===== src/hdl/erl_pkg.sv =====
package erl_pkg;
    // *********************************************************************
    // Sizes
    // *********************************************************************
    localparam int NVM_AW        = 13;
    localparam int REG_AW        = 7;
    localparam int PAGE_BYTES    = 64;
    localparam int PAGE_OFF_W    = 6;
    localparam int PAGE_NUM_W    = NVM_AW - PAGE_OFF_W;

    // *********************************************************************
    // Non-volatile image layout
    // *********************************************************************
    localparam logic [12:0] NVM_SAM_ADDR    = 13'h0022;
    localparam logic [12:0] NVM_DEF_RX      = 13'h0023;
    localparam logic [12:0] NVM_DEF_TX      = 13'h0024;
    localparam logic [12:0] NVM_IMG_BASE    = 13'h0040;
    localparam logic [12:0] NVM_RSP_TX_BASE = 13'h1c00;
    localparam logic [12:0] NVM_RSP_RX_BASE = 13'h1e00;
    localparam logic [7:0]  IMG_LEN         = 8'h80;
    localparam logic [7:0]  TX_LEN          = 8'h10;
    localparam logic [7:0]  RX_LEN          = 8'h08;
    localparam logic [6:0]  TX_REG_BASE     = 7'h28;
    localparam logic [6:0]  RX_REG_BASE     = 7'h38;
    localparam logic [6:0]  TX_CRC_SEED_REG = 7'h2c;

    // *********************************************************************
    // Bus register map, control bits and response codes
    // *********************************************************************
    localparam logic [7:0]  OFS_CTRL     = 8'h00;
    localparam logic [7:0]  OFS_PROT_SEL = 8'h04;
    localparam logic [7:0]  OFS_STATUS   = 8'h08;
    localparam logic [7:0]  OFS_IMG_BASE = 8'h0c;
    localparam logic [7:0]  OFS_NVM_PAGE = 8'h10;
    localparam logic [7:0]  OFS_NVM_WR   = 8'h14;
    localparam int          CTRL_LOAD_BIT = 0;
    localparam int          CTRL_DONE_CLR = 1;
    localparam logic [1:0]  RESP_OKAY    = 2'b00;
    localparam logic [1:0]  RESP_SLVERR  = 2'b10;

    typedef enum logic [1:0] {
        ERL_IDLE = 2'b00,
        ERL_RD   = 2'b01,
        ERL_WR   = 2'b11
    } erl_state_t;

    typedef enum logic [1:0] {
        PH_CFG = 2'b00,
        PH_IMG = 2'b01,
        PH_TX  = 2'b11,
        PH_RX  = 2'b10
    } erl_phase_t;

    typedef struct packed {
        logic              en;
        logic [REG_AW-1:0] addr;
        logic [7:0]        data;
    } erl_reg_wr_t;

    typedef struct packed {
        logic              en;
        logic [NVM_AW-1:0] addr;
        logic [7:0]        data;
    } erl_nvm_wr_t;
endpackage


===== src/hdl/erl_loader.sv =====
`timescale 1ns/1ps
// Function
// - Secure-module bus address always from stored image.
// - Protocol entry: 16 transmit, 8 receive bytes.
// - After startup copy image bytes into registers.
// - Write only read/write or dynamic bits.
// - Copy addresses follow protocol, user changeable.
// - Protocol-load command copies chosen protocol settings.
// - Image starts at 40 hex, register order.
// - Transmit CRC seed enables automatic CRC append.
// - Non-volatile writes confined to one page.
// - Protocol-load reads read-only protocol settings area (here pages 70-7f hex stay writable through the page write).
module erl_loader
    import erl_pkg::*;
#(
    parameter logic [12:0] IMG_BASE_RST = NVM_IMG_BASE
) (
    input  wire logic              CLK_IN,
    input  wire logic              RESET_N_IN,
    input  wire logic [7:0]        S_AXI_AWADDR_IN,
    input  wire logic              S_AXI_AWVALID_IN,
    output logic                   S_AXI_AWREADY_OUT,
    input  wire logic [31:0]       S_AXI_WDATA_IN,
    input  wire logic [3:0]        S_AXI_WSTRB_IN,
    input  wire logic              S_AXI_WVALID_IN,
    output logic                   S_AXI_WREADY_OUT,
    output logic [1:0]             S_AXI_BRESP_OUT,
    output logic                   S_AXI_BVALID_OUT,
    input  wire logic              S_AXI_BREADY_IN,
    input  wire logic [7:0]        S_AXI_ARADDR_IN,
    input  wire logic              S_AXI_ARVALID_IN,
    output logic                   S_AXI_ARREADY_OUT,
    output logic [31:0]            S_AXI_RDATA_OUT,
    output logic [1:0]             S_AXI_RRESP_OUT,
    output logic                   S_AXI_RVALID_OUT,
    input  wire logic              S_AXI_RREADY_IN,
    output logic                   NVM_RD_EN_OUT,
    output logic [NVM_AW-1:0]      NVM_RD_ADDR_OUT,
    input  wire logic [7:0]        NVM_RD_DATA_IN,
    output erl_nvm_wr_t            NVM_WR_OUT,
    output erl_reg_wr_t            REG_WR_OUT,
    input  wire logic [7:0]        REG_OLD_DATA_IN,
    input  wire logic [7:0]        REG_RW_MASK_IN,
    output logic                   HOST_REG_GRANT_OUT,
    output logic                   BUSY_OUT,
    output logic [7:0]             SAM_BUS_ADDR_OUT,
    output logic [7:0]             TX_CRC_SEED_OUT,
    output logic                   TX_CRC_EN_OUT
);
    // *********************************************************************
    // Bus slave state
    // *********************************************************************
    logic              aw_got_ff, nxt_aw_got;
    logic              w_got_ff, nxt_w_got;
    logic [7:0]        awaddr_ff, nxt_awaddr;
    logic [31:0]       wdata_ff, nxt_wdata;
    logic [3:0]        wstrb_ff, nxt_wstrb;
    logic              bvalid_ff, nxt_bvalid;
    logic [1:0]        bresp_ff, nxt_bresp;
    logic              rvalid_ff, nxt_rvalid;
    logic [1:0]        rresp_ff, nxt_rresp;
    logic [31:0]       rdata_ff, nxt_rdata;
    logic [7:0]        sel_rx_ff, nxt_sel_rx;
    logic [7:0]        sel_tx_ff, nxt_sel_tx;
    logic [12:0]       img_base_ff, nxt_img_base;
    logic [6:0]        page_ff, nxt_page;
    erl_nvm_wr_t       nvm_wr_ff, nxt_nvm_wr;
    logic              load_req_ff, nxt_load_req;
    logic              done_ff, nxt_done;

    // *********************************************************************
    // Loader state
    // *********************************************************************
    erl_state_t        state_ff, nxt_state;
    erl_phase_t        phase_ff, nxt_phase;
    logic [12:0]       src_ff, nxt_src;
    logic [6:0]        dst_ff, nxt_dst;
    logic [7:0]        left_ff, nxt_left;
    logic [7:0]        sam_ff, nxt_sam;
    logic [7:0]        seed_ff, nxt_seed;
    erl_reg_wr_t       reg_wr_ff, nxt_reg_wr;
    logic              copy_done;

    function automatic logic [31:0] merge(input logic [31:0] old,
                                          input logic [31:0] dat,
                                          input logic [3:0]  stb);
        logic [31:0] r;
        r = old;
        for (int i = 0; i < 4; i++) begin
            if (stb[i]) begin
                r[i*8 +: 8] = dat[i*8 +: 8];
            end
        end
        return r;
    endfunction

    assign S_AXI_AWREADY_OUT  = !aw_got_ff && !bvalid_ff;
    assign S_AXI_WREADY_OUT   = !w_got_ff && !bvalid_ff;
    assign S_AXI_BVALID_OUT   = bvalid_ff;
    assign S_AXI_BRESP_OUT    = bresp_ff;
    assign S_AXI_ARREADY_OUT  = !rvalid_ff;
    assign S_AXI_RVALID_OUT   = rvalid_ff;
    assign S_AXI_RDATA_OUT    = rdata_ff;
    assign S_AXI_RRESP_OUT    = rresp_ff;
    assign NVM_WR_OUT         = nvm_wr_ff;
    assign REG_WR_OUT         = reg_wr_ff;
    // Busy also covers the last register write, which lands after idle.
    assign BUSY_OUT           = (state_ff != ERL_IDLE) || reg_wr_ff.en;
    assign HOST_REG_GRANT_OUT = !BUSY_OUT;
    assign SAM_BUS_ADDR_OUT   = sam_ff;
    assign TX_CRC_SEED_OUT    = seed_ff;
    assign TX_CRC_EN_OUT      = (seed_ff != 8'h00);
    assign NVM_RD_EN_OUT      = (state_ff == ERL_RD);
    assign NVM_RD_ADDR_OUT    = src_ff;

    // *********************************************************************
    // Register bus
    // *********************************************************************
    always_comb begin
        logic [31:0] wv;
        wv           = 32'h0000_0000;
        nxt_aw_got   = aw_got_ff;
        nxt_w_got    = w_got_ff;
        nxt_awaddr   = awaddr_ff;
        nxt_wdata    = wdata_ff;
        nxt_wstrb    = wstrb_ff;
        nxt_bvalid   = bvalid_ff;
        nxt_bresp    = bresp_ff;
        nxt_rvalid   = rvalid_ff;
        nxt_rresp    = rresp_ff;
        nxt_rdata    = rdata_ff;
        nxt_sel_rx   = sel_rx_ff;
        nxt_sel_tx   = sel_tx_ff;
        nxt_img_base = img_base_ff;
        nxt_page     = page_ff;
        nxt_nvm_wr   = '0;
        nxt_load_req = load_req_ff && !(state_ff == ERL_IDLE);
        nxt_done     = done_ff;
        if (S_AXI_AWVALID_IN && S_AXI_AWREADY_OUT) begin
            nxt_aw_got = 1'b1;
            nxt_awaddr = S_AXI_AWADDR_IN;
        end
        if (S_AXI_WVALID_IN && S_AXI_WREADY_OUT) begin
            nxt_w_got = 1'b1;
            nxt_wdata = S_AXI_WDATA_IN;
            nxt_wstrb = S_AXI_WSTRB_IN;
        end
        if (aw_got_ff && w_got_ff) begin
            nxt_aw_got = 1'b0;
            nxt_w_got  = 1'b0;
            nxt_bvalid = 1'b1;
            nxt_bresp  = RESP_OKAY;
            case (awaddr_ff & 8'hfc)
                OFS_CTRL: begin
                    wv = merge(32'h0000_0000, wdata_ff, wstrb_ff);
                    if (wv[CTRL_LOAD_BIT]) begin
                        nxt_load_req = 1'b1;
                    end
                    if (wv[CTRL_DONE_CLR]) begin
                        nxt_done = 1'b0;
                    end
                end
                OFS_PROT_SEL: begin
                    wv = merge({16'h0000, sel_tx_ff, sel_rx_ff},
                               wdata_ff, wstrb_ff);
                    nxt_sel_rx = wv[7:0];
                    nxt_sel_tx = wv[15:8];
                end
                OFS_IMG_BASE: begin
                    wv = merge({19'h0, img_base_ff}, wdata_ff, wstrb_ff);
                    nxt_img_base = wv[12:0];
                end
                OFS_NVM_PAGE: begin
                    wv = merge({25'h0, page_ff}, wdata_ff, wstrb_ff);
                    nxt_page = wv[6:0];
                end
                OFS_NVM_WR: begin
                    // Offset is only six bits wide, so a write can never
                    // leave the selected page.
                    nxt_nvm_wr.en   = 1'b1;
                    nxt_nvm_wr.addr = {page_ff, wdata_ff[5:0]};
                    nxt_nvm_wr.data = wdata_ff[15:8];
                end
                OFS_STATUS: begin
                end
                default: begin
                    nxt_bresp = RESP_SLVERR;
                end
            endcase
        end
        if (bvalid_ff && S_AXI_BREADY_IN) begin
            nxt_bvalid = 1'b0;
        end
        if (copy_done) begin
            nxt_done = 1'b1;
        end
        if (S_AXI_ARVALID_IN && S_AXI_ARREADY_OUT) begin
            nxt_rvalid = 1'b1;
            nxt_rresp  = RESP_OKAY;
            case (S_AXI_ARADDR_IN & 8'hfc)
                OFS_CTRL:     nxt_rdata = 32'h0000_0000;
                OFS_PROT_SEL: nxt_rdata = {16'h0000, sel_tx_ff, sel_rx_ff};
                OFS_STATUS:   nxt_rdata = {8'h00, seed_ff, sam_ff, 6'h00,
                                           done_ff, BUSY_OUT};
                OFS_IMG_BASE: nxt_rdata = {19'h0, img_base_ff};
                OFS_NVM_PAGE: nxt_rdata = {25'h0, page_ff};
                OFS_NVM_WR:   nxt_rdata = 32'h0000_0000;
                default: begin
                    nxt_rdata = 32'h0000_0000;
                    nxt_rresp = RESP_SLVERR;
                end
            endcase
        end else if (rvalid_ff && S_AXI_RREADY_IN) begin
            nxt_rvalid = 1'b0;
        end
    end

    always_ff @(posedge CLK_IN) begin
        if (!RESET_N_IN) begin
            aw_got_ff   <= 1'b0;
            w_got_ff    <= 1'b0;
            awaddr_ff   <= 8'h00;
            wdata_ff    <= 32'h0000_0000;
            wstrb_ff    <= 4'h0;
            bvalid_ff   <= 1'b0;
            bresp_ff    <= RESP_OKAY;
            rvalid_ff   <= 1'b0;
            rresp_ff    <= RESP_OKAY;
            rdata_ff    <= 32'h0000_0000;
            sel_rx_ff   <= 8'h00;
            sel_tx_ff   <= 8'h00;
            img_base_ff <= IMG_BASE_RST;
            page_ff     <= 7'h00;
            nvm_wr_ff   <= '0;
            load_req_ff <= 1'b0;
            done_ff     <= 1'b0;
        end else begin
            aw_got_ff   <= nxt_aw_got;
            w_got_ff    <= nxt_w_got;
            awaddr_ff   <= nxt_awaddr;
            wdata_ff    <= nxt_wdata;
            wstrb_ff    <= nxt_wstrb;
            bvalid_ff   <= nxt_bvalid;
            bresp_ff    <= nxt_bresp;
            rvalid_ff   <= nxt_rvalid;
            rresp_ff    <= nxt_rresp;
            rdata_ff    <= nxt_rdata;
            sel_rx_ff   <= nxt_sel_rx;
            sel_tx_ff   <= nxt_sel_tx;
            img_base_ff <= nxt_img_base;
            page_ff     <= nxt_page;
            nvm_wr_ff   <= nxt_nvm_wr;
            load_req_ff <= nxt_load_req;
            done_ff     <= nxt_done;
        end
    end

    // *********************************************************************
    // Copy engine
    // *********************************************************************
    always_comb begin
        nxt_state  = state_ff;
        nxt_phase  = phase_ff;
        nxt_src    = src_ff;
        nxt_dst    = dst_ff;
        nxt_left   = left_ff;
        nxt_sam    = sam_ff;
        nxt_seed   = seed_ff;
        nxt_reg_wr = '0;
        copy_done  = 1'b0;
        case (state_ff)
            ERL_IDLE: begin
                if (load_req_ff) begin
                    nxt_state = ERL_RD;
                    nxt_phase = PH_TX;
                    nxt_src   = NVM_RSP_TX_BASE
                              + {1'b0, sel_tx_ff, 4'h0};
                    nxt_dst   = TX_REG_BASE;
                    nxt_left  = TX_LEN;
                end
            end
            ERL_RD: begin
                // Present the target early so that its old value and mask
                // are valid when the byte is merged in the next cycle.
                nxt_state = ERL_WR;
                nxt_reg_wr.addr = dst_ff;
            end
            ERL_WR: begin
                nxt_state = ERL_RD;
                nxt_src   = src_ff + 13'h0001;
                nxt_dst   = dst_ff + 7'h01;
                nxt_left  = left_ff - 8'h01;
                if (phase_ff == PH_CFG) begin
                    // This phase only fetches the secure-module address.
                    case (src_ff)
                        NVM_SAM_ADDR: nxt_sam = NVM_RD_DATA_IN;
                        default:      ;
                    endcase
                end else begin
                    nxt_reg_wr.en   = 1'b1;
                    nxt_reg_wr.addr = dst_ff;
                    nxt_reg_wr.data = (NVM_RD_DATA_IN & REG_RW_MASK_IN)
                                    | (REG_OLD_DATA_IN
                                       & ~REG_RW_MASK_IN);
                    if (dst_ff == TX_CRC_SEED_REG) begin
                        nxt_seed = nxt_reg_wr.data;
                    end
                end
                if (left_ff == 8'h01) begin
                    case (phase_ff)
                        PH_CFG: begin
                            nxt_phase = PH_IMG;
                            nxt_src   = img_base_ff;
                            nxt_dst   = 7'h00;
                            nxt_left  = IMG_LEN;
                        end
                        PH_TX: begin
                            nxt_phase = PH_RX;
                            nxt_src   = NVM_RSP_RX_BASE
                                      + {2'b00, sel_rx_ff, 3'h0};
                            nxt_dst   = RX_REG_BASE;
                            nxt_left  = RX_LEN;
                        end
                        default: begin
                            nxt_state = ERL_IDLE;
                            copy_done = 1'b1;
                        end
                    endcase
                end
            end
            default: begin
                nxt_state = ERL_IDLE;
            end
        endcase
    end

    always_ff @(posedge CLK_IN) begin
        if (!RESET_N_IN) begin
            state_ff  <= ERL_RD;
            phase_ff  <= PH_CFG;
            src_ff    <= NVM_SAM_ADDR;
            dst_ff    <= 7'h00;
            left_ff   <= 8'h01;
            sam_ff    <= 8'h00;
            seed_ff   <= 8'h00;
            reg_wr_ff <= '0;
        end else begin
            state_ff  <= nxt_state;
            phase_ff  <= nxt_phase;
            src_ff    <= nxt_src;
            dst_ff    <= nxt_dst;
            left_ff   <= nxt_left;
            sam_ff    <= nxt_sam;
            seed_ff   <= nxt_seed;
            reg_wr_ff <= nxt_reg_wr;
        end
    end
endmodule // erl_loader


===== config.mk =====
export PLATFORM = sky130hd
export DESIGN_NAME = erl_loader
export DESIGN_NICKNAME = d
export VERILOG_FILES = /design/src/hdl/erl_pkg.sv /design/src/hdl/erl_loader.sv
export SDC_FILE = /design/constraint.sdc
export NUM_CORES = 1
export LEC_CHECK = 0
export ABC_AREA = 0
export BUFFER_PORTS_ARGS = -buffer_cell sky130_fd_sc_hd__clkbuf_2
export CAP_MARGIN = 20
export CORE_MARGIN = 1
export CORE_UTILIZATION = 40
export DETAILED_ROUTE_END_ITERATION = 6
export GPL_TIMING_DRIVEN = 0
export HOLD_SLACK_MARGIN = 0.12
export PLACE_DENSITY = 0.64
export RECOVER_POWER = 100
export REMOVE_ABC_BUFFERS = 1
export SLEW_MARGIN = 5
export SYNTH_ARGS = -nofsm -noshare
export SYNTH_HDL_FRONTEND = slang
export SYNTH_SLANG_ARGS = --single-unit

===== constraint.sdc =====
create_clock -name CLK_IN -period 2.9 [get_ports CLK_IN]
set_clock_uncertainty 0.2 [all_clocks]
set_input_delay 0.29 -clock CLK_IN [delete_from_list [all_inputs] [get_ports CLK_IN]]
set_output_delay 0.29 -clock CLK_IN [all_outputs]
set_load 0.02 [all_outputs]

==> results of run 1 <==
==> worst max path at each step <==
stage | to | cells after the start
2_1_floorplan | TX_CRC_SEED_OUT[0] | 4
3_3_place_gp | NVM_WR_OUT[5] | 4
3_5_place_dp | TX_CRC_SEED_OUT[1] | 5
4_1_cts | left_ff[2] | 6
5_1_grt | SAM_BUS_ADDR_OUT[5] | 6
6_report | SAM_BUS_ADDR_OUT[1] | 6
==> worst max-delay path: stages (launching register included) <==
cell and delay, ns:
dfxtp_1 0.33, inv_1 0.08, ha_1 0.72, and3b_1 0.27, nand4_1 0.55, mux2i_1 0.34
nor2_1 0.07
==> stage by stage <==
step	setup TNS, ns	area (um2)	cells	power, mW	utilization
floorplan	0	7483	823	3.298	-
global placement	-64.43	8620	1245	3.617	0.4577
detailed placement	-0.5926	8688	1250	3.627	0.4614
CTS	0	9837	1335	6.088	0.5224
global route	0	9688	1336	6.286	0.5145
finish	0	9688	1336	6.037	0.5145
==> cells in the mapped netlist (all sizes together), types with 4 or more instances <==
| cell type | n | share of area |
|---|---|---|
| nand4 | 5 | 0.0040 |
| nor4 | 13 | 0.016 |
| xor2 | 4 | 0.0045 |
| nor3b | 5 | 0.0048 |
| o22ai | 5 | 0.0040 |
| nand2b | 11 | 0.0089 |
| nor4b | 5 | 0.0073 |
| and3 | 7 | 0.0056 |
| a221oi | 4 | 0.0045 |
| o31ai | 6 | 0.0058 |
| nor3 | 24 | 0.017 |
| inv | 21 | 0.010 |
| nor2b | 8 | 0.0065 |
| or3 | 4 | 0.0032 |
| a22oi | 30 | 0.029 |
| nand3 | 32 | 0.021 |
| a211oi | 13 | 0.013 |
| ha | 10 | 0.016 |
| a21oi | 49 | 0.032 |
| clkbuf | 43 | 0.021 |
| a2bb2oi | 12 | 0.014 |
| dfxtp | 178 | 0.46 |
| and2 | 40 | 0.032 |
| buf | 22 | 0.018 |
| mux2i | 45 | 0.058 |
| mux2 | 8 | 0.012 |
| nand2 | 99 | 0.048 |
| a31oi | 6 | 0.0048 |
| nor2 | 76 | 0.037 |
| o21ai | 44 | 0.028 |
==> routing by layer <==
| metal | routed length, um | vias to the layer above | GRT usage |
|---|---|---|---|
| met4 | 390 | 0 | 0.07838 |
| met2 | 10300 | 279 | 0.3671 |
| met1 | 10310 | 3297 | 0.3020 |
| met5 | 0 | - | 0 |
| li1 | - | 3470 | - |
| met3 | 1389 | 30 | 0.04212 |
==> state kept, by name, indices dropped and copies added (netlist names), 13 cells and up <==
name,cells
img_base_ff,13
NVM_WR_OUT,22
S_AXI_RDATA_OUT,24
REG_WR_OUT,16
wdata_ff,16
NVM_RD_ADDR_OUT,13
==> kinds of logic after synthesis <==
| kind of cell | synth area share |
|---|---|
| AND/OR/NAND/NOR | 0.2273 |
| XOR/XNOR | 0.007910 |
| flip-flops | 0.4597 |
| AO/OA/AOI/OAI | 0.1697 |
| other | 0.0004838 |
| adder cells (fa/ha/maj) | 0.01614 |
| multiplexers | 0.06973 |
| buffers and inverters | 0.04907 |
==> power groups by stage <==
stage                     Combinational, mW  Sequential [mW]  Clock, mW
final                                 0.933             2.70       2.40
after global placement                0.867             2.75          0
after global routing                   1.02             2.72       2.55
after CTS                             0.938             2.70       2.45
after floorplan                       0.545             2.75          0
after detailed placement              0.874             2.75          0
==> final cells by class <==
| class | instances | share of cell area |
|---|---|---|
| multi-input combinational | 624 | 0.3952 |
| sequential | 178 | 0.3681 |
| timing repair buffer | 221 | 0.1312 |
| clock buffer | 19 | 0.04675 |
| tap | 260 | 0.03358 |
| clock inverter | 13 | 0.01679 |
| inverter | 21 | 0.008395 |
==> layout by cell type, fill, tap and decap left out, types with 17 or more instances in the layout <==
cell type      netlist  routed
clkbuf_1            43     105
nand3_1             32      32
and2_0               0      24
a22oi_1             30      30
nor3_1              22      24
mux2i_1             45      45
a21oi_1             49      49
clkbuf_2             0      60
dlygate4sd3_1        0      53
clkbuf_16            0      17
dfxtp_1            178     176
nor2_1              76      76
o21ai_0             42      43
nand2_1             98      98
inv_1               20      20
==> timing repair <==
| action | CTS | global route |
|---|---|---|
| gates resized for setup | 2 | 2 |
| hold buffers | 53 | 0 |
| hold endpoints to repair | 51 | 0 |
| endpoints found under the setup margin | 6 | 4 |
==> flow_summary_export.csv, run 1 <==
group,metric,value,unit
timing,hold_slack,0.1707,ns
global_route,overflow,0,
setup_path,reg2reg_to,"SAM_BUS_ADDR_OUT[1]",
power,intPower,4.256,mW
drt,dr.pass1.iters,5,
yosys,ys_ff_latch,178,
floorplanning,fp.dieH,141.2,um
yosys,netlist_instances,879,
global_route,antenna_found_initial,0,
clock_tree,insertion_delay,0.44,ns
drt,num_vias,7076,
timing,max_slew_margin,0.2541,
cells_and_area,final_nets,1156,
place,gp_congestion,0.8448,
timing,rsz0062_at_grt,"false",
yosys,synth_edf_count,0,
timing,worst_pin_slew,1.110,ns
clock_tree,cts_buffers,17,
clock_tree,clkTransAtPathRegs,0.07,ns
setup_path,critPathLaunch,"phase_ff[1]",
drt,drt-initial-drc-count,482,
yosys,synth_cell_types,69,
setup_path,rrSetupSlack,0.23,ns
floorplanning,start_util,0.4116,
floorplanning,die_area,19940,um2
min_path,holdPathEnd,"S_AXI_RDATA_OUT[0]",
timing,period_share,0.9222,
min_path,hold_path_depth,4,
timing,fin_ws,0.2257,ns
clock_tree,post_cts_buffers,0,
global_route,grt_pass1_vias,6652,
power,leakagePower,3.630,nW
timing,final-max-slew-violation-count,0,
clock_tree,cts-root-buf,"clkbuf_16",
timing,fin_crit,2.674,ns
yosys,yosys_warnings,0,
setup_path,critPathKind,"reg2reg",
power,swShare,0.2951,
global_route,grt_util_all_layers,0.2267,
power,p_sw,1.782,mW
cells_and_area,synthToLayoutAreaGrowth,24.99,%
yosys,yosys_most_used_dff,"dfxtp_1",
drt,drc_errors,0,
drt,wire_per_inst,16.76,um
drt,ant_nets,0,
yosys,async_reset_ff_frac,0,
timing,setup_viol_count_final,0,
place,dp_slack,-0.1185,ns
clock_tree,htreeDepth,4,
floorplanning,ioPinCount,195,
setup_path,cp-start-kind,"flop",
yosys,syn_area_per_cell,8.818,um2
cells_and_area,drive_gt1_frac,0.1106,
min_path,hp-start,"S_AXI_ARADDR_IN[4]",
drt,wirelength,22.40,mm
power,clkPwrFrac,0.398,
cells_and_area,num_antenna_cells,0,
setup_path,critPathMaxFanout,20,
clock_tree,clkSinkCount,178,
cells_and_area,seq_area,3566,um2
power,p_comb_frac,0.155,
yosys,ys_seq_area_frac,0.4597,
timing,clock.fmax,373.9,MHz
yosys,netlist_area,7751,um2
floorplanning,die_x,141.2,um
cells_and_area,multiInputGateArea,3829,um2
setup_path,r2r_cells,6,
power,power_density,623.1,nW/um2
clock_tree,clockBufferDepth,2,
min_path,hold_path.class,"in2reg",
global_route,grt_max_degree,75,
power,p_seq_frac,0.447,
flow_run,drv_cap,0,
global_route,grt_pass1_wl,35.23,mm
setup_path,arrival,2.79,ns
setup_path,crit_required,3.01,ns
setup_path,regToRegStartpoint,"phase_ff[1]",
run_status,status,"finished clean",
clock_tree,cts_tree,"done",
place,dpl.hpwl,15.35,mm
cells_and_area,fillerInstances,1789,
setup_path,worst_setup_path_end_kind,"flop",
drt,vias_per_cell,5.296,
floorplanning,std_cell_rows,50,
place,portBuffers,162,
floorplanning,core-area,18830,um2
timing,hold_violations,0,
power,ir_drop,0.4692,mV
Power figures use the tool's default switching activity.
==> run 2, diff against run 1 <==
PLACE_DENSITY = 0.68   (was 0.64)
==> run 2 against run 1 <==
Compared with the run above:
- utilization decreased by 0.42 points
- largest power group unchanged
- final cell count stayed put
- setup slack worse by 0.021 ns
- sequential share of layout area up 0.30 points
- critical path depth decreased by 1
- sequential cell count stayed put
- global-route usage fell by 0.58 points
- combinational power hardly changed
- worst hold slack got worse by 0.017 ns
- sequential power about the same
==> flow_summary_export.csv, run 2 (synthesis gave the netlist of run 1 again) <==
group,metric,value,unit
clock_tree,cts-root-buf,"clkbuf_16",
place,dpl.hpwl,15.27,mm
drt,routed.top_layer,"met4",
timing,hold_violations,0,
timing,setup_viol_count_final,0,
drt,vias_per_cell,5.287,
drt,wl_met1,10.16,mm
power,power_density,601.5,nW/um2
drt,num_vias,7063,
flow_run,drv_cap,0,
setup_path,crit_required,3.04,ns
clock_tree,htreeDepth,4,
clock_tree,cts_tree,"done",
global_route,overflow,0,
timing,worst_pin_slew,1.144,ns
power,leakagePower,3.602,nW
drt,ant_nets,0,
cells_and_area,final_common_cell,"dfxtp_1",
timing,tns,0,ns
clock_tree,clockBufferDepth,2,
global_route,antenna_found_initial,0,
timing,max_slew_margin,0.2307,
floorplanning,die_x,141.2,um
setup_path,arrival,2.84,ns
drt,wl_met3,1.411,mm
floorplanning,start_util,0.4116,
timing,fin_ws,0.2048,ns
setup_path,critPathMaxFanout,28,
place,gp_congestion,0.8562,
power,swShare,0.3010,
global_route,grt_util_all_layers,0.2209,
setup_path,cp_slowest_cell,"nor4_2",
global_route,grt_max_degree,75,
timing,final-max-slew-violation-count,0,
run_status,status,"finished clean",
power,p_total,5.780,mW
power,ir_drop,0.3877,mV
setup_path,worst_setup_path_end_kind,"flop",
place,dp_slack,-0.1729,ns
floorplanning,ioPinCount,195,
min_path,hold_path.class,"in2reg",
drt,drc_errors,0,
global_route,grt_pass1_vias,6586,
drt,route.met2.wl,10.02,mm
power,p_sw,1.740,mW
cells_and_area,stdcell_area,9609,um2
setup_path,crit_chain,"nand2_1 > nor4_2 > buf_4 > nor2_1 > a211oi_1",
floorplanning,core-area,18830,um2
clock_tree,clkSinkCount,178,
timing,fin_crit,2.695,ns
place,portBuffers,162,
power,intPower,4.040,mW
setup_path,timing.critical_path.buf_inv,1,
cells_and_area,fillerInstances,1788,
drt,dr.pass1.iters,4,
cells_and_area,num_antenna_cells,0,
clock_tree,post_cts_buffers,0,
clock_tree,clkTransAtPathRegs,0.07,ns
timing,clock.fmax,371.0,MHz
cells_and_area,synthToLayoutAreaGrowth,23.97,%
setup_path,cp-start-kind,"flop",
clock_tree,insertion_delay,0.43,ns
setup_path,critPathMaxStageDelay,0.73,ns
power,clkPwrFrac,0.372,
clock_tree,cts_buffers,17,
setup_path,critPathKind,"reg2reg",
place,dpl_cell_area,8681,um2
drt,drt-initial-drc-count,439,
timing,hold_slack,0.1539,ns
cells_and_area,mostFrequentLayoutCells,"176 x dfxtp_1, 106 x clkbuf_1, 98 x nand2_1",
global_route,grt_pass1_wl,34.56,mm
cells_and_area,largest_reg_flops,24,
floorplanning,std_cell_rows,50,
drt,wire_per_inst,16.58,um
setup_path,critPathTopFamily,"simple AND/OR/NAND/NOR gates",
timing,period_share,0.9294,
power,p_comb_frac,0.161,
drt,wirelength,22.15,mm
floorplanning,die_area,19940,um2
cells_and_area,final_nets,1156,
floorplanning,fp.dieH,141.2,um
power,p_seq_frac,0.467,
timing,rsz0062_at_grt,"false",
cells_and_area,drive_gt1_frac,0.1087,
run 2: cell count changes in the layout (fill, tap and decap cells not counted), moves of 2 or more:
cell,delta
and2_1,+3
bufinv_16,-2
clkinv_2,+3
buf_4,+2
clkbuf_2,-2
inv_8,-3
and2_0,-3
run 2: tightest hold or removal path: stages:
cell,delay (ns)
clkbuf_2,0.14
inv_1,0.09
a311oi_1,0.09
o21ai_0,0.14
run 2: worst paths after layout:
| kind | slack, ns | endpoint | start | cells past startpoint |
|---|---|---|---|---|
| setup / recovery | 0.20 | TX_CRC_SEED_OUT[3] | state_ff[0] | 5 |
| hold / removal | 0.15 | S_AXI_RDATA_OUT[0] | S_AXI_ARADDR_IN[4] | 4 |
| setup reg to reg | 0.20 | TX_CRC_SEED_OUT[3] | state_ff[0] | 5 |
| hold reg to reg | 0.26 | S_AXI_RDATA_OUT[1] | S_AXI_RDATA_OUT[1] | 2 |
run 2: power by group through the flow:
stage                     clock, mW  sequential, mW  combinational, mW
final                          2.15            2.70              0.931
after global routing           2.29            2.71               1.01
after global placement            0            2.75              0.865
after floorplan                   0            2.75              0.545
after detailed placement          0            2.75              0.876
after CTS                      2.19            2.70              0.940
run 2: cell type report:
class                      count  area, um2  area share
clock buffer                  19      442.9     0.04609
clock inverter                13      101.3     0.01055
inverter                      21      81.33    0.008464
multi-input combinational    624       3816      0.3971
sequential                   178       3566      0.3711
tap                          260      325.3     0.03385
timing repair buffer         221       1276      0.1328
run 2: metal layers:
layer | GRT usage | up-vias
li1 | - | 3481
met1 | 0.2878 | 3271
met2 | 0.3632 | 273
met3 | 0.03702 | 38
met4 | 0.08810 | 0
met5 | 0 | -
run 2: what timing repair did:
item	4_1_cts	5_1_grt
hold endpoints to repair	51	0
gates resized for setup	2	0
endpoints found under the setup margin	5	0
hold buffers	53	0
run 2: metrics by stage:
stage	std cells	util
floorplan	823	-
global placement	1245	0.4577
detailed placement	1249	0.4610
CTS	1334	0.5182
global route	1336	0.5103
finish	1336	0.5103
==> run 3, diff against run 2 <==
CORE_ASPECT_RATIO = 0.6   (was not set)
==> run 3 against run 2 <==
Compared with the run above:
- worst hold slack improved by 0.020 ns
- clock-buffer cell count unchanged
- fmax decreased by 0.40%
- register-to-register slack about the same
- global-route usage increased by 1.5 points
- wire length increased by 5.5%
- sequential cell count unchanged
- non-clock buffer count unchanged
- via count increased by 2.1%
- final cell count decreased by 1.0%
- critical endpoint is now left_ff[2]
- largest cell class unchanged
==> flow_summary_export.csv, run 3 (synthesis gave the netlist of run 1 again) <==
group,metric,value,unit
drt,num_vias,7209,
setup_path,cp_slowest_cell,"or4b_1",
cells_and_area,synthToLayoutAreaGrowth,25.59,%
cells_and_area,num_antenna_cells,0,
power,p_comb_frac,0.159,
setup_path,critPathMaxStageDelay,0.64,ns
cells_and_area,post-route-util,0.5128,
timing,final-max-slew-violation-count,0,
place,dpl.hpwl,15.98,mm
floorplanning,fp.dieH,109.8,um
floorplanning,ioPinCount,195,
clock_tree,insertion_delay,0.43,ns
timing,clock.fmax,369.5,MHz
timing,hold_violations,0,
global_route,busiest_layer,"met1",
timing,rsz0062_at_grt,"false",
power,power_density,637.7,nW/um2
clock_tree,cts_tree,"done",
global_route,grt_pass1_wl,36.24,mm
power,intPower,4.402,mW
cells_and_area,drive_gt1_frac,0.1097,
floorplanning,start_util,0.4083,
power,p_sw,1.805,mW
floorplanning,die_area,19960,um2
setup_path,regToRegStartpoint,"phase_ff[0]",
power,swShare,0.2909,
cells_and_area,final_common_cell,"dfxtp_1",
drt,wirelength,23.36,mm
global_route,grt_max_degree,75,
setup_path,critPathLaunch,"phase_ff[0]",
clock_tree,clkSinkCount,178,
setup_path,rrSetupSlack,0.19,ns
timing,period_share,0.9331,
drt,dr.pass1.iters,5,
setup_path,cp-start-kind,"flop",
timing,fin_crit,2.706,ns
setup_path,endpoint,"left_ff[2]",
clock_tree,cts-root-buf,"clkbuf_16",
power,p_total,6.207,mW
drt,vias_per_cell,5.453,
cells_and_area,largest_reg_flops,24,
global_route,grt_util_met3,0.07088,
timing,fin_ws,0.1939,ns
setup_path,critPathMaxFanout,8,
drt,drc_errors,0,
global_route,grt_pass1_vias,6495,
global_route,antenna_found_initial,0,
setup_path,arrival,2.83,ns
place,dp_slack,-0.06595,ns
global_route,use_met1,0.3421,
global_route,grt_util_all_layers,0.2360,
clock_tree,htreeDepth,4,
clock_tree,cts_buffers,17,
place,portBuffers,162,
place,gp_congestion,0.9332,
floorplanning,core-area,18980,um2
setup_path,crit_chain,"inv_1 > ha_1 > or4b_1 > o21ai_1 > o21ai_0 > a21o_1",
floorplanning,std_cell_rows,39,
floorplanning,die_x,181.7,um
setup_path,r2r_cells,6,
cells_and_area,mostFrequentLayoutCells,"178 x dfxtp_1, 106 x clkbuf_1, 98 x nand2_1",
setup_path,critPathKind,"reg2reg",
cells_and_area,final_nets,1156,
setup_path,reg2reg_to,"left_ff[2]",
setup_path,timing.critical_path.buf_inv,1,
setup_path,critPathTopFamily,"compound AO/OA/AOI/OAI gates",
timing,worst_pin_slew,1.221,ns
drt,ant_nets,0,
power,clkPwrFrac,0.405,
global_route,overflow,0,
timing,setup_viol_count_final,0,
run_status,status,"finished clean",
flow_run,drv_cap,0,
power,p_seq_frac,0.436,
power,ir_drop,0.4338,mV
cells_and_area,stdcell_area,9734,um2
power,leakagePower,3.669,nW
setup_path,crit_required,3.03,ns
min_path,hold_path.class,"in2reg",
place,dpl_cell_area,8696,um2
clock_tree,clkTransAtPathRegs,0.07,ns
min_path,hp-start,"S_AXI_ARADDR_IN[4]",
setup_path,worst_setup_path_end_kind,"flop",
clock_tree,clockBufferDepth,2,
drt,wire_per_inst,17.67,um
timing,max_slew_margin,0.1800,
global_route,met2_usage,0.3379,
min_path,hold_path_depth,4,
setup_path,worst-path-stages,6,
drt,drt-initial-drc-count,709,
[run 3: layout make-up]
type | count | area, um2
clock buffer | 19 | 442.9
clock inverter | 13 | 196.4
fill | 1829 | 9248
inverter | 21 | 81.33
multi-input combinational | 624 | 3852
sequential | 178 | 3563
tap | 246 | 307.8
timing repair buffer | 221 | 1290
[run 3: power groups by stage]
stage | clock [mW] | combinational (mW) | sequential, mW
after floorplan | 0 | 0.545 | 2.75
after global placement | 0 | 0.887 | 2.75
after detailed placement | 0 | 0.905 | 2.75
after CTS | 2.53 | 0.974 | 2.70
after global routing | 2.64 | 1.07 | 2.72
final | 2.51 | 0.987 | 2.71
[run 3: layer usage]
layer	routed length (um)	share of wire
met1	11560	0.49
met2	9533	0.41
met3	2046	0.088
met4	222	0.0095
met5	0	0
[run 3: worst min-delay path by stage]
stage,end,slack (ns)
after global routing,S_AXI_RDATA_OUT[0],0.18
final,S_AXI_RDATA_OUT[0],0.17
after detailed placement,S_AXI_RDATA_OUT[1],0.25
after floorplan,state_ff[0],0.17
after CTS,TX_CRC_SEED_OUT[2],0.14
after global placement,S_AXI_RDATA_OUT[1],0.25
[run 3: stage by stage]
stage | hold WS (ns) | TNS, ns | instances
finish | 0.1738 | 0 | 1322
global placement | 0.2464 | -72.19 | 1231
floorplan | 0.1662 | 0 | 823
detailed placement | 0.2515 | -0.3110 | 1236
global route | 0.1798 | 0 | 1322
CTS | 0.1391 | 0 | 1321
[run 3: worst reg2reg max path, cell delays in order, from the launching register on]
cell and delay (ns):
dfxtp_1 0.37, inv_1 0.06, ha_1 0.43, or4b_1 0.64, o21ai_1 0.55, o21ai_0 0.15
a21o_1 0.19
[run 3: timing repair]
item | CTS | global route
endpoints found under the setup margin | 9 | 12
pin swaps | 1 | 1
hold buffers | 53 | 0
gates resized for setup | 1 | 3
hold endpoints to repair | 50 | 0
setup buffers | 0 | 1
